$ cat src/inc/gpdb_pkg.sv
// Shared constants for the pin input conditioning block
package gpdb_pkg;

  // Clock rates and the slow tick divider
  localparam int SYS_CLK_HZ  = 50_000_000;
  localparam int SLOW_OSC_HZ = 32_000;
  // Longest whole period of the slow rate, in system cycles
  localparam int SLOW_DIV    = SYS_CLK_HZ / SLOW_OSC_HZ;

  // Port size and bus geometry
  localparam int NUM_PINS = 16;
  localparam int PADDR_W  = 18;
  localparam int IDX_W    = 16;
  localparam int SEL_W    = 8;

  // Register indices; byte address is four times the index
  localparam logic [IDX_W-1:0] CFG_BASE_IDX  = 16'hA110;
  localparam logic [IDX_W-1:0] FSEL_BASE_IDX = 16'hA120;
  localparam logic [IDX_W-1:0] IRQ_STAT_IDX  = 16'hA130;
  localparam logic [IDX_W-1:0] IRQ_MASK_IDX  = 16'hA131;

  // Field positions in pin_input_config
  localparam int LINE1_BIT  = 7;
  localparam int LINE0_BIT  = 6;
  localparam int RISE_BIT   = 5;
  localparam int FALL_BIT   = 4;
  localparam int INBUF_BIT  = 3;
  localparam int INV_BIT    = 2;
  localparam int FILT_BIT   = 1;
  localparam int RAW_BIT    = 0;
  localparam int TSEL_LSB   = 0;

  // Reset values
  localparam logic [7:0] CFG_RST  = 8'h00;
  localparam logic [7:0] FSEL_RST = 8'h00;
  localparam logic [1:0] IRQ_RST  = 2'h0;

  // Filter time codes and stable periods
  localparam logic [1:0] TSEL_OFF = 2'h0;
  localparam logic [1:0] TSEL_4   = 2'h1;
  localparam logic [1:0] TSEL_16  = 2'h2;
  localparam int         CNT_W    = 7;
  localparam logic [CNT_W-1:0] PER_4  = 7'h04;
  localparam logic [CNT_W-1:0] PER_16 = 7'h10;
  localparam logic [CNT_W-1:0] PER_64 = 7'h40;

  // Register classes seen by the address decoder
  typedef enum {DEC_NONE, DEC_CFG, DEC_FSEL, DEC_STAT, DEC_MASK} gpdb_dec_t;

endpackage

$ cat src/inc/gpdb_pin_if.sv
`timescale 1ns/1ps
// One pin's settings and conditioned levels
interface gpdb_pin_if;
  logic       in_buffer_en;    // Input buffer on
  logic       in_invert;       // Invert pin level
  logic [1:0] filter_time_sel; // Debounce time code
  logic       raw_level;       // Buffer output, unfiltered
  logic       filtered_level;  // Debounced level
  logic       rise_evt;        // One-cycle rising edge
  logic       fall_evt;        // One-cycle falling edge

  // Register side
  modport ctl (output in_buffer_en, in_invert, filter_time_sel,
               input  raw_level, filtered_level, rise_evt, fall_evt);
  // Filter side
  modport flt (input  in_buffer_en, in_invert, filter_time_sel,
               output raw_level, filtered_level, rise_evt, fall_evt);
endinterface

$ cat src/rtl/gpdb_top.sv
// Implementation choice: the APB register port.
`timescale 1ns/1ps
// What this block does
// (RULE1) Edge sets matching flag when interrupt enabled; here only if the pin also routes to line 0 or 1
// (RULE2) Flag clears when its enable written zero
// (RULE3) Software re-enables edge after clearing flag
// (RULE4) Two routing enables per pin, lines 0/1
// (RULE5) Edges and functions use debounced level
// (RULE6) Debounced level readable; writes set time
// (RULE7) Debounce off, or 4/16/64 slow periods
// (RULE8) Sixteen input config registers, reset zero
// (RULE9) Per-pin function select register, reset zero
// (RULE10) Edge detect latches rising and falling edges
// (RULE11) Buffer enable passes pin, else constant
// (RULE12) Polarity bit inverts input before filtering
module gpdb_top #(
  parameter int NUM_PINS = gpdb_pkg::NUM_PINS,
  parameter int SLOW_DIV = gpdb_pkg::SLOW_DIV
) (
  input  wire logic                         clk_sys_i,
  input  wire logic                         srst_i,
  input  wire logic                         psel_i,
  input  wire logic                         penable_i,
  input  wire logic                         pwrite_i,
  input  wire logic [gpdb_pkg::PADDR_W-1:0] paddr_i,
  input  wire logic [31:0]                  pwdata_i,
  input  wire logic [3:0]                   pstrb_i,
  output logic      [31:0]                  prdata_o,
  output logic                              pready_o,
  output logic                              pslverr_o,
  input  wire logic [NUM_PINS-1:0]          pins_i,
  output logic      [NUM_PINS-1:0]          filtered_level_o,
  output logic [NUM_PINS*gpdb_pkg::SEL_W-1:0] function_sel_o,
  output logic                              pin_irq_line0_o,
  output logic                              pin_irq_line1_o,
  output logic                              irq_o
);
  import gpdb_pkg::*;

  localparam int DIV_W = $clog2(SLOW_DIV + 1);

  // Refuse sizes the decoder or divider cannot serve
  if (NUM_PINS < 1 || NUM_PINS > 16 || SLOW_DIV < 2) begin : g_bad
    $error("gpdb_top: unsupported NUM_PINS or SLOW_DIV");
  end

  // Per-pin settings
  logic [NUM_PINS-1:0] route1_q;    // route_to_line1_en
  logic [NUM_PINS-1:0] route0_q;    // route_to_line0_en
  logic [NUM_PINS-1:0] rise_en_q;   // rise_irq_en
  logic [NUM_PINS-1:0] fall_en_q;   // fall_irq_en
  logic [NUM_PINS-1:0] inbuf_q;     // in_buffer_en
  logic [NUM_PINS-1:0] inv_q;       // in_invert
  logic [1:0]          tsel_q [NUM_PINS];  // filter_time_sel
  logic [SEL_W-1:0]    fsel_q [NUM_PINS];  // function_sel
  // Per-pin state
  logic [NUM_PINS-1:0] rise_flag_q; // Sticky rising flag
  logic [NUM_PINS-1:0] fall_flag_q; // Sticky falling flag
  logic [NUM_PINS-1:0] raw_lvl;     // From filters
  logic [NUM_PINS-1:0] filt_lvl;
  logic [NUM_PINS-1:0] rise_evt;
  logic [NUM_PINS-1:0] fall_evt;
  logic [NUM_PINS-1:0] filt_q;      // Output copy
  // Interrupt summary
  logic [1:0]          stat_q;      // Sticky line events
  logic [1:0]          mask_q;      // Interrupt mask
  logic                line0_q;
  logic                line1_q;
  logic                irq_q;
  // Slow tick divider
  logic [DIV_W-1:0]    div_q;
  logic                tick_q;
  // Bus
  logic                pready_q;
  logic                pslverr_q;
  logic [31:0]         prdata_q;
  logic [IDX_W-1:0]    idx;         // Word index
  logic [3:0]          pin_sel;     // Pin within a bank
  logic                wr_fire;     // Write takes effect
  logic [7:0]          rd_byte;
  logic                line0_d;
  logic                line1_d;

  // Classify a word index
  function automatic gpdb_dec_t decode(input logic [IDX_W-1:0] a);
    gpdb_dec_t k;
    k = DEC_NONE;
    if (a[15:4] == CFG_BASE_IDX[15:4] && int'(a[3:0]) < NUM_PINS) begin
      k = DEC_CFG;
    end else if (a[15:4] == FSEL_BASE_IDX[15:4] &&
                 int'(a[3:0]) < NUM_PINS) begin
      k = DEC_FSEL;
    end else if (a == IRQ_STAT_IDX) begin
      k = DEC_STAT;
    end else if (a == IRQ_MASK_IDX) begin
      k = DEC_MASK;
    end
    return k;
  endfunction

  assign idx     = paddr_i[PADDR_W-1:2];
  assign pin_sel = paddr_i[5:2];
  // Effect at the edge where pready is seen high
  assign wr_fire = psel_i & penable_i & pready_q & pwrite_i & pstrb_i[0]
                   & (paddr_i[1:0] == 2'h0);

  // Slow oscillator tick from the system clock
  always_ff @(posedge clk_sys_i) begin
    if (srst_i) begin
      div_q  <= '0;
      tick_q <= 1'b0;
    end else if (div_q == DIV_W'(SLOW_DIV - 1)) begin
      div_q  <= '0;
      tick_q <= 1'b1;
    end else begin
      div_q  <= div_q + 1'b1;
      tick_q <= 1'b0;
    end
  end

  // One filter per pin
  for (genvar i = 0; i < NUM_PINS; i++) begin : g_pin
    gpdb_pin_if u_if ();
    assign u_if.in_buffer_en    = inbuf_q[i];
    assign u_if.in_invert       = inv_q[i];
    assign u_if.filter_time_sel = tsel_q[i];
    assign raw_lvl[i]  = u_if.raw_level;
    assign filt_lvl[i] = u_if.filtered_level;
    assign rise_evt[i] = u_if.rise_evt;
    assign fall_evt[i] = u_if.fall_evt;
    gpdb_pin_filter u_flt (
      .clk_sys_i   (clk_sys_i),
      .srst_i      (srst_i),
      .pin_i       (pins_i[i]),
      .slow_tick_i (tick_q),
      .pin_if      (u_if.flt)
    );
    assign function_sel_o[i*SEL_W +: SEL_W] = fsel_q[i];
  end

  // (RULE8) input config write, reset to zero
  always_ff @(posedge clk_sys_i) begin
    if (srst_i) begin
      route1_q  <= {NUM_PINS{CFG_RST[LINE1_BIT]}};
      route0_q  <= {NUM_PINS{CFG_RST[LINE0_BIT]}};
      rise_en_q <= {NUM_PINS{CFG_RST[RISE_BIT]}};
      fall_en_q <= {NUM_PINS{CFG_RST[FALL_BIT]}};
      inbuf_q   <= {NUM_PINS{CFG_RST[INBUF_BIT]}};
      inv_q     <= {NUM_PINS{CFG_RST[INV_BIT]}};
      for (int i = 0; i < NUM_PINS; i++) begin
        tsel_q[i] <= CFG_RST[TSEL_LSB +: 2];
      end
    end else if (wr_fire && decode(idx) == DEC_CFG) begin
      // (RULE4) two routing enables
      route1_q[pin_sel]  <= pwdata_i[LINE1_BIT];
      route0_q[pin_sel]  <= pwdata_i[LINE0_BIT];
      rise_en_q[pin_sel] <= pwdata_i[RISE_BIT];
      fall_en_q[pin_sel] <= pwdata_i[FALL_BIT];
      inbuf_q[pin_sel]   <= pwdata_i[INBUF_BIT];
      inv_q[pin_sel]     <= pwdata_i[INV_BIT];
      // (RULE6) status bit position holds time code
      tsel_q[pin_sel]    <= pwdata_i[TSEL_LSB +: 2];
    end
  end

  // (RULE9) function select registers
  always_ff @(posedge clk_sys_i) begin
    if (srst_i) begin
      for (int i = 0; i < NUM_PINS; i++) begin
        fsel_q[i] <= FSEL_RST;
      end
    end else if (wr_fire && decode(idx) == DEC_FSEL) begin
      fsel_q[pin_sel] <= pwdata_i[SEL_W-1:0];
    end
  end

  // Sticky edge flags, set wins over clear
  always_ff @(posedge clk_sys_i) begin
    if (srst_i) begin
      rise_flag_q <= '0;
      fall_flag_q <= '0;
    end else begin
      for (int i = 0; i < NUM_PINS; i++) begin
        // (RULE1) debounced edge on an enabled pin routed to line 0 or 1
        // (RULE3) a cleared enable blocks the next edge
        if (rise_evt[i] && rise_en_q[i] && (route0_q[i] || route1_q[i])) begin
          rise_flag_q[i] <= 1'b1;
        // (RULE2) zero written to rising enable
        end else if (wr_fire && decode(idx) == DEC_CFG &&
                     int'(pin_sel) == i && !pwdata_i[RISE_BIT]) begin
          rise_flag_q[i] <= 1'b0;
        end
        if (fall_evt[i] && fall_en_q[i] && (route0_q[i] || route1_q[i])) begin
          fall_flag_q[i] <= 1'b1;
        // (RULE2) zero written to falling enable
        end else if (wr_fire && decode(idx) == DEC_CFG &&
                     int'(pin_sel) == i && !pwdata_i[FALL_BIT]) begin
          fall_flag_q[i] <= 1'b0;
        end
      end
    end
  end

  // (RULE4) flagged pins drive their routed lines
  assign line0_d = |((rise_flag_q | fall_flag_q) & route0_q);
  assign line1_d = |((rise_flag_q | fall_flag_q) & route1_q);

  // Shared line outputs and debounced levels
  always_ff @(posedge clk_sys_i) begin
    if (srst_i) begin
      line0_q <= 1'b0;
      line1_q <= 1'b0;
      filt_q  <= '0;
    end else begin
      line0_q <= line0_d;
      line1_q <= line1_d;
      // (RULE5) peripherals see debounced level
      filt_q  <= filt_lvl;
    end
  end

  // Line events into sticky status, write one clears
  always_ff @(posedge clk_sys_i) begin
    if (srst_i) begin
      stat_q <= IRQ_RST;
    end else begin
      for (int k = 0; k < 2; k++) begin
        if ((k == 0) ? (line0_d && !line0_q) : (line1_d && !line1_q)) begin
          // New event beats a clear in the same cycle
          stat_q[k] <= 1'b1;
        end else if (wr_fire && decode(idx) == DEC_STAT && pwdata_i[k]) begin
          stat_q[k] <= 1'b0;
        end
      end
    end
  end

  // Mask register and interrupt output
  always_ff @(posedge clk_sys_i) begin
    if (srst_i) begin
      mask_q <= IRQ_RST;
      irq_q  <= 1'b0;
    end else begin
      if (wr_fire && decode(idx) == DEC_MASK) begin
        mask_q <= pwdata_i[1:0];
      end
      irq_q <= |(stat_q & mask_q);
    end
  end

  // Read mux
  always_comb begin
    rd_byte = 8'h00;
    if (decode(idx) == DEC_CFG) begin
      // (RULE6) live debounced level readable
      rd_byte[LINE1_BIT] = route1_q[pin_sel];
      rd_byte[LINE0_BIT] = route0_q[pin_sel];
      rd_byte[RISE_BIT]  = rise_flag_q[pin_sel];
      rd_byte[FALL_BIT]  = fall_flag_q[pin_sel];
      rd_byte[INBUF_BIT] = inbuf_q[pin_sel];
      rd_byte[INV_BIT]   = inv_q[pin_sel];
      rd_byte[FILT_BIT]  = filt_lvl[pin_sel];
      rd_byte[RAW_BIT]   = raw_lvl[pin_sel];
    end else if (decode(idx) == DEC_FSEL) begin
      rd_byte = fsel_q[pin_sel];
    end else if (decode(idx) == DEC_STAT) begin
      rd_byte = {6'h00, stat_q};
    end else if (decode(idx) == DEC_MASK) begin
      rd_byte = {6'h00, mask_q};
    end
  end

  // APB answer: one wait cycle, then pready
  always_ff @(posedge clk_sys_i) begin
    if (srst_i) begin
      pready_q  <= 1'b0;
      pslverr_q <= 1'b0;
      prdata_q  <= 32'h0000_0000;
    end else if (psel_i && penable_i && !pready_q) begin
      pready_q  <= 1'b1;
      // Unmapped or misaligned address errors
      pslverr_q <= (decode(idx) == DEC_NONE) || (paddr_i[1:0] != 2'h0);
      // Refused reads return zero along with the error
      prdata_q  <= (pwrite_i || paddr_i[1:0] != 2'h0) ? 32'h0000_0000
                                                      : {24'h00_0000, rd_byte};
    end else begin
      pready_q  <= 1'b0;
      pslverr_q <= 1'b0;
    end
  end

  assign prdata_o         = prdata_q;
  assign pready_o         = pready_q;
  assign pslverr_o        = pslverr_q;
  assign filtered_level_o = filt_q;
  assign pin_irq_line0_o  = line0_q;
  assign pin_irq_line1_o  = line1_q;
  assign irq_o            = irq_q;

endmodule

$ cat src/rtl/gpdb_pin_filter.sv
`timescale 1ns/1ps
// Synchroniser, buffer gate, polarity, debounce and edge detect
module gpdb_pin_filter (
  input  wire logic clk_sys_i,
  input  wire logic srst_i,
  input  wire logic pin_i,
  input  wire logic slow_tick_i,
  gpdb_pin_if.flt   pin_if
);
  import gpdb_pkg::*;

  logic             sync1_q;  // First stage, read by sync2 only
  logic             sync2_q;  // Second stage
  logic             raw_q;    // Buffer output
  logic             filt_q;   // Debounced level
  logic             prev_q;   // Debounced level, one cycle late
  logic [CNT_W-1:0] cnt_q;    // Stable slow periods so far
  logic             cond;     // Conditioned input
  logic [CNT_W-1:0] limit;    // Periods required

  // Two-stage synchroniser on the pin
  always_ff @(posedge clk_sys_i) begin
    if (srst_i) begin
      sync1_q <= 1'b0;
      sync2_q <= 1'b0;
    end else begin
      sync1_q <= pin_i;
      sync2_q <= sync1_q;
    end
  end

  // (RULE11) buffer gate, constant zero when off
  // (RULE12) polarity applied before filtering
  assign cond = (sync2_q & pin_if.in_buffer_en) ^ pin_if.in_invert;

  // Raw buffer status
  always_ff @(posedge clk_sys_i) begin
    if (srst_i) begin
      raw_q <= 1'b0;
    end else begin
      raw_q <= sync2_q & pin_if.in_buffer_en;
    end
  end

  // (RULE7) time code to stable periods
  always_comb begin
    case (pin_if.filter_time_sel)
      TSEL_4:  limit = PER_4;
      TSEL_16: limit = PER_16;
      default: limit = PER_64;
    endcase
  end

  // (RULE7) debounce counter on slow ticks
  always_ff @(posedge clk_sys_i) begin
    if (srst_i) begin
      filt_q <= 1'b0;
      cnt_q  <= '0;
    end else if (pin_if.filter_time_sel == TSEL_OFF) begin
      // Filter off, follow input
      filt_q <= cond;
      cnt_q  <= '0;
    end else if (cond == filt_q) begin
      // Level back, restart wait
      cnt_q <= '0;
    end else if (slow_tick_i) begin
      if (cnt_q + 7'h01 >= limit) begin
        filt_q <= cond;
        cnt_q  <= '0;
      end else begin
        cnt_q <= cnt_q + 7'h01;
      end
    end
  end

  // Delayed copy for edge detection
  always_ff @(posedge clk_sys_i) begin
    if (srst_i) begin
      prev_q <= 1'b0;
    end else begin
      prev_q <= filt_q;
    end
  end

  assign pin_if.raw_level      = raw_q;
  assign pin_if.filtered_level = filt_q;
  // (RULE10) edge latches fed from debounced level
  assign pin_if.rise_evt = filt_q & ~prev_q;
  assign pin_if.fall_evt = ~filt_q & prev_q;

endmodule

$ cat config.mk
export PLATFORM = sky130hd
export DESIGN_NAME = gpdb_top
export DESIGN_NICKNAME = d
export VERILOG_FILES = /design/src/inc/gpdb_pkg.sv /design/src/inc/gpdb_pin_if.sv /design/src/rtl/gpdb_top.sv /design/src/rtl/gpdb_pin_filter.sv
export SDC_FILE = /design/constraint.sdc
export NUM_CORES = 1
export LEC_CHECK = 0
export BUFFER_PORTS_ARGS = -buffer_cell sky130_fd_sc_hd__clkbuf_2
export CAP_MARGIN = 20
export CELL_PAD_IN_SITES_DETAIL_PLACEMENT = 1
export CELL_PAD_IN_SITES_GLOBAL_PLACEMENT = 1
export CORE_MARGIN = 10
export CORE_UTILIZATION = 25
export CTS_BUF_LIST = sky130_fd_sc_hd__clkbuf_8
export DETAILED_ROUTE_END_ITERATION = 7
export PLACE_DENSITY = 0.49
export SLEW_MARGIN = 20
export SYNTH_ARGS = -nofsm -noshare
export SYNTH_HDL_FRONTEND = slang
export SYNTH_SLANG_ARGS = --single-unit
$ cat constraint.sdc
create_clock -name clk_sys_i -period 2.59 [get_ports clk_sys_i]
set_input_delay 0.259 -clock clk_sys_i [delete_from_list [all_inputs] [get_ports clk_sys_i]]
set_output_delay 0.259 -clock clk_sys_i [all_outputs]
set_load 0.005 [all_outputs]
==> flow_summary.json, run 1 <==
{
  "status": "completed",
  "min_from": "pwrite_i",
  "clock_power_share_pct": 45.1,
  "start_util_pct": 25.1,
  "fin_crit_sh_pct": 96.0,
  "remaining_drc_errors": 0,
  "drtAntennaViolNets": 0,
  "netlist_top_cells_count": "dfxtp_1, nand2_1, nor2_1",
  "drv_cap": 0,
  "relSlewSlack_pct": 26.7,
  "ios": 256,
  "detail_route.vias_per_cell": 4.84,
  "synth_most_common_cell": "dfxtp_1",
  "maxSlewViolCount": 0,
  "setup_viol": 0,
  "multiInputGateArea_um2": 12600,
  "core_um2": 99900,
  "wl_per_cell_um": 21.6,
  "setup_tns_ps": 0,
  "path_cells": "ha_2 > nand3_1 > nor2_1 > xor2_1 > ha_1 > o211a_1 > a311o_1 > a21oi_1 > mux2_2",
  "synth_area_leaders": "dfxtp_1, edfxtp_1, mux4_2",
  "r2r-start": "g_pin[8].u_flt.cnt_q[1]",
  "comb_power_share_pct": 5.9,
  "clockRootBuffer": "clkbuf_8",
  "grt_util_met1_pct": 19.4,
  "port_buffers": 204,
  "power_density_nw_per_um2": 561,
  "use_met3_pct": 2.98,
  "synth_area_um2": 25100,
  "clkSinkCount": 509,
  "busiest_layer": "met2",
  "syn_inst": 2427,
  "worstSetupPathType": "reg2reg",
  "post-route-cell-area_um2": 30600,
  "seqPwrFrac_pct": 48.9,
  "power.share.switching_pct": 25.9,
  "crit_arrival_ps": 3100,
  "layout-drive-gt1-share_pct": 24.2,
  "netlist.area_leader.share_pct": 27.9,
  "drtIter0Drc": 1071,
  "synth_warnings": 0,
  "finalCriticalPeriod_ps": 2490,
  "ys_seq_area_share_pct": 47.1,
  "internal_power_mw": 12.7,
  "grt_first_pass_wirelength_um": 135000,
  "critical_path.startpoint": "g_pin[8].u_flt.cnt_q[1]",
  "cts_buffers": 99,
  "ir_drop_v": 0.000300,
  "synth_cell_types": 61,
  "dp_slack_ps": -47.0,
  "grt_overflow": 0,
  "fin_skew_ps": 40.0,
  "holdWs_ps": 143,
  "worst_slack_ps": 102,
  "areaGrowthSynthToFinish_pct": 22.2,
  "placed_cell_area_um2": 28200,
  "track_usage_pct": 15.5,
  "tightest_slew_ps": 1100,
  "slowest_stage": "a311o_1",
  "seq_area_um2": 11800,
  "cts.clk_slew.worst_paths_ps": 60,
  "synth_edf_count": 160,
  "critPathLaunchType": "flip-flop",
  "grt_use_met2_pct": 26.3,
  "clk_latency_ps": 750,
  "finalHoldViolCount": 0,
  "final_cell_count_no_fill": 4157,
  "end_kind": "flip-flop",
  "grt_pass1_vias": 21541,
  "wl_um": 90000,
  "fill_cells": 11324,
  "firstDrtPassIters": 5,
  "critical-path-max-stage-delay_ps": 360,
  "routabilityCongestion": 0.847,
  "ys.flop_type": "dfxtp_1",
  "dp.cells": 3938,
  "cts_tree": "built",
  "yosysTopAreaCell": "dfxtp_1",
  "ys_ff_latch": 509,
  "grt_antenna_before_repair": 3,
  "std_cell_rows": 116,
  "synthArstFlopShare_pct": 0,
  "die_area_um2": 113000,
  "num_vias": 20104,
  "crit_path_max_fanout": 4,
  "p_leak_nw": 12.0,
  "dpl.hpwl_um": 66800,
  "nets": 2966,
  "min_path_type": "in2reg",
  "htree_levels": 3,
  "clk_path_buf_depth": 3,
  "die_x_um": 337,
  "p_sw_mw": 4.45,
  "die_h_um": 337,
  "grt_max_degree": 67,
  "max_freq_mhz": 402,
  "critPathRequiredTime_ps": 3200,
  "synth.avg_cell_area_um2": 10.3
}
registers in the layout (all words and copies together), names as in the netlist, 15 cells and up:
| signal | cells |
|---|---|
| inv_q | 16 |
| route1_q | 16 |
| tsel_q | 32 |
| fall_en_q | 16 |
| rise_flag_q | 16 |
| inbuf_q | 16 |
| rise_en_q | 16 |
| fsel_q | 128 |
| g_pin.u_flt.sync1_q | 16 |
| g_pin.u_flt.cnt_q | 112 |
| route0_q | 16 |
| fall_flag_q | 16 |
| filtered_level_o | 15 |
| g_pin.u_flt.sync2_q | 16 |
| g_pin.u_flt.pin_if.filtered_level | 16 |
| g_pin.u_flt.pin_if.raw_level | 16 |
layout by cell type (no fill, tap or decap), drive strengths merged, types with 15 or more instances in the layout:
cell type and count:
nor2 201, and2 143, mux4 69, conb 24, xnor2 34, a21oi 124, a22o 62, buf 151
ha 114, mux2 30, o21ai 97, nor4 22, nand4b 32, mux2i 45, nor3 36, xor2 54
nand2 270, inv 95, or2 17, edfxtp 160, o31ai 17, clkinv 25, nor2b 62, dfxtp 349
clkbuf 314, dlygate4sd3 23, nand2b 35, a22oi 28, nand3 68, nand3b 15, or3 33
power groups by stage:
stage	logic, mW	clock network [mW]	registers (mW)
after detailed placement	0.992	0	8.58
after floorplan	0.549	0	8.54
final	1.02	7.76	8.41
after global placement	0.976	0	8.58
after CTS	1.02	8.08	8.41
after global routing	1.10	8.42	8.42
repair_timing:
action / in CTS / in global routing
setup endpoints to repair: 9 / 100
gates resized for setup: 10 / 60
setup buffers: 4 / 9
gates cloned: 0 / 0
endpoints found under the hold margin: 29 / 0
pin swaps: 5 / 26
hold buffers: 23 / 0
area by class of cell:
| cell class | count | area share [%] |
|---|---|---|
| clock inverter | 70 | 1.14 |
| sequential | 509 | 38.6 |
| multi-input combinational | 1737 | 41.1 |
| clock buffer | 111 | 4.99 |
| inverter | 53 | 0.649 |
| tap | 1298 | 5.30 |
| timing repair buffer | 377 | 8.25 |
| antenna | 2 | 0.0163 |
logic make-up after synthesis:
family                   count (synthesis)  synth area share, %
buffers and inverters                  204                 3.91
other                                    1               0.0150
AO/OA/AOI/OAI                          404                 10.6
AND/OR/NAND/NOR                        961                 20.1
XOR/XNOR                                90                 3.27
adder cells (fa/ha/maj)                114                 5.69
flip-flops                             509                 47.1
multiplexers                           144                 9.35
through the flow:
| stage | power (mW) | utilization (%) |
|---|---|---|
| after floorplan | 9.09 | - |
| after global placement | 9.55 | 28.2 |
| after detailed placement | 9.57 | 28.2 |
| after CTS | 17.5 | 30.4 |
| after global routing | 17.9 | 30.7 |
| final | 17.2 | 30.7 |
worst paths after layout:
path                                               end  slack, ps  cells after the start
setup reg to reg  g_pin[8].u_flt.pin_if.filtered_level        100                      9
setup / recovery  g_pin[8].u_flt.pin_if.filtered_level        100                      9
hold reg to reg                 g_pin[0].u_flt.sync2_q        440                      1
hold / removal                             prdata_o[2]        140                      3
per-layer routing:
| layer | wire length, um | share of wire, % |
|---|---|---|
| met4 | 2710 | 3.0 |
| met2 | 43400 | 48 |
| met3 | 4450 | 4.9 |
| met1 | 39400 | 44 |
| met5 | 9 | 0.010 |
critical path: cells and delay by family (launching register included):
| kind | cells | cell delay, ps |
|---|---|---|
| simple gates | 2 | 280 |
| compound gates | 3 | 670 |
| xor+xnor | 1 | 230 |
| flops | 1 | 350 |
| mux | 1 | 340 |
| fa+ha+maj | 2 | 510 |
No activity file was read; power rests on OpenSTA's default activity.
==> inputs of run 2 (changes only) <==
- CTS_CLUSTER_SIZE: not set -> 12
- PLACE_DENSITY: 0.49 -> not set
- PLACE_DENSITY_LB_ADDON: not set -> 0.1
==> flow_summary.json, run 2 (same netlist as run 1, synthesis figures left out) <==
{
  "regMostFlops": "fsel_q",
  "std_cell_rows": 116,
  "slowest_stage": "dfxtp_2",
  "placed_cell_area_um2": 28200,
  "dpl.hpwl_um": 67700,
  "final_common_cell": "dfxtp_1",
  "grt_antenna_before_repair": 4,
  "setup_tns_ps": 0,
  "grt_overflow": 0,
  "layout_common_cells": "dfxtp_1, nand2_1, clkbuf_2, nor2_1, edfxtp_1",
  "start_util_pct": 25.1,
  "htree_levels": 3,
  "finalHoldViolCount": 0,
  "drtIter0Drc": 998,
  "worstSetupPathType": "reg2reg",
  "fin_skew_ps": 46.3,
  "cts.clk_slew.worst_paths_ps": 60,
  "drv_cap": 0,
  "clkSinkCount": 509,
  "cts_tree": "built",
  "path_cells": "ha_4 > nand3_1 > nor2_1 > xor2_1 > ha_1 > o211a_1 > a311o_1 > a21oi_1 > mux2_2",
  "die_h_um": 337,
  "fin_total_pwr_mw": 17.7,
  "critPathLaunchType": "flip-flop",
  "layout-drive-gt1-share_pct": 25.0,
  "p_leak_nw": 12.3,
  "grt_max_degree": 68,
  "min_path_type": "in2reg",
  "die_x_um": 337,
  "status": "completed",
  "maxSlewViolCount": 0,
  "critical-path-max-stage-delay_ps": 370,
  "multiInputGateArea_um2": 12600,
  "top_regs": "fsel_q (128), g_pin.u_flt.cnt_q (112), tsel_q (32)",
  "post-route-cell-area_um2": 31000,
  "clk_latency_ps": 760,
  "detail_route.vias_per_cell": 4.79,
  "tightest_slew_ps": 1100,
  "crit_arrival_ps": 3100,
  "firstDrtPassIters": 7,
  "critPathRequiredTime_ps": 3210,
  "track_usage_pct": 15.8,
  "end_kind": "flip-flop",
  "routabilityCongestion": 0.851,
  "wl_um": 91600,
  "grt_pass1_vias": 21482,
  "num_vias": 20060,
  "finalCriticalPeriod_ps": 2480,
  "clk_path_buf_depth": 3,
  "nets": 2988,
  "largest_register_ffs": 128,
  "seq_area_um2": 11800,
  "ios": 256,
  "power_density_nw_per_um2": 571,
  "max_freq_mhz": 403,
  "ir_drop_v": 0.000381,
  "setup_viol": 0,
  "core_um2": 99900,
  "fin_crit_sh_pct": 95.8,
  "port_buffers": 204,
  "grt_first_pass_wirelength_um": 137000,
  "die_area_um2": 113000,
  "crit_path_max_fanout": 4,
  "fill_cells": 11298,
  "drtAntennaViolNets": 0,
  "cts_buffers": 102,
  "holdPathStages": 6,
  "wl_per_cell_um": 21.9,
  "rr_worst_depth": 9,
  "areaGrowthSynthToFinish_pct": 23.6,
  "remaining_drc_errors": 0,
  "relSlewSlack_pct": 26.3,
  "clockRootBuffer": "clkbuf_8",
  "holdWs_ps": 86.3
}
==> run 2: repair_timing <==
action / in CTS / in global routing
hold buffers: 25 / 0
setup buffers: 8 / 21
resized for setup: 13 / 66
endpoints found under the setup margin: 11 / 95
hold endpoints to repair: 31 / 0
pin swaps: 7 / 32
==> run 2: routing by layer <==
metal / vias up / track usage (%) / wire (um)
met5: - / 0 / 12
met4: 2 / 5.28 / 2870
met3: 165 / 3.08 / 3900
met2: 395 / 26.8 / 44200
met1: 10091 / 19.9 / 40600
li1: 9407 / - / -
==> run 2: metrics by stage <==
step	util [%]	instances	setup slack, ps
after CTS	30.6	4163	1.14
after global routing	31.0	4185	-45.2
after global placement	28.2	3938	27.7
after detailed placement	28.2	3939	-68.2
after floorplan	-	2450	-127
final	31.0	4186	109
==> run 2: final timing paths <==
path / startpoint / end / slack, ps
setup / recovery: g_pin[5].u_flt.cnt_q[1] / g_pin[5].u_flt.pin_if.filtered_level / 110
hold reg to reg: g_pin[0].u_flt.sync1_q / g_pin[0].u_flt.sync2_q / 440
hold / removal: paddr_i[8] / prdata_o[0] / 90
setup reg to reg: g_pin[5].u_flt.cnt_q[1] / g_pin[5].u_flt.pin_if.filtered_level / 110
==> run 2: area by class of cell <==
type / instances / area share (%)
Antenna cell: 2 / 0.0162
Clock buffer: 121 / 5.38
Tap cell: 1298 / 5.24
Clock inverter: 70 / 1.16
Multi-Input combinational cell: 1737 / 40.7
Timing Repair Buffer: 396 / 8.66
Sequential cell: 509 / 38.2
Inverter: 53 / 0.642
==> run 2: critical path: cells and delay by family, from the launching register on <==
family	cells	cell delay (ps)
muxes	1	340
and+or+nand+nor	2	270
adders and majority gates	2	470
AOI/OAI and AO/OA	3	680
xor gates and xnor gates	1	220
DFF	1	370
==> run 2: report_power, final <==
group          internal [mW]  switching (mW)
registers               8.33          0.0874
clock network           4.43            3.81
logic                  0.393           0.643
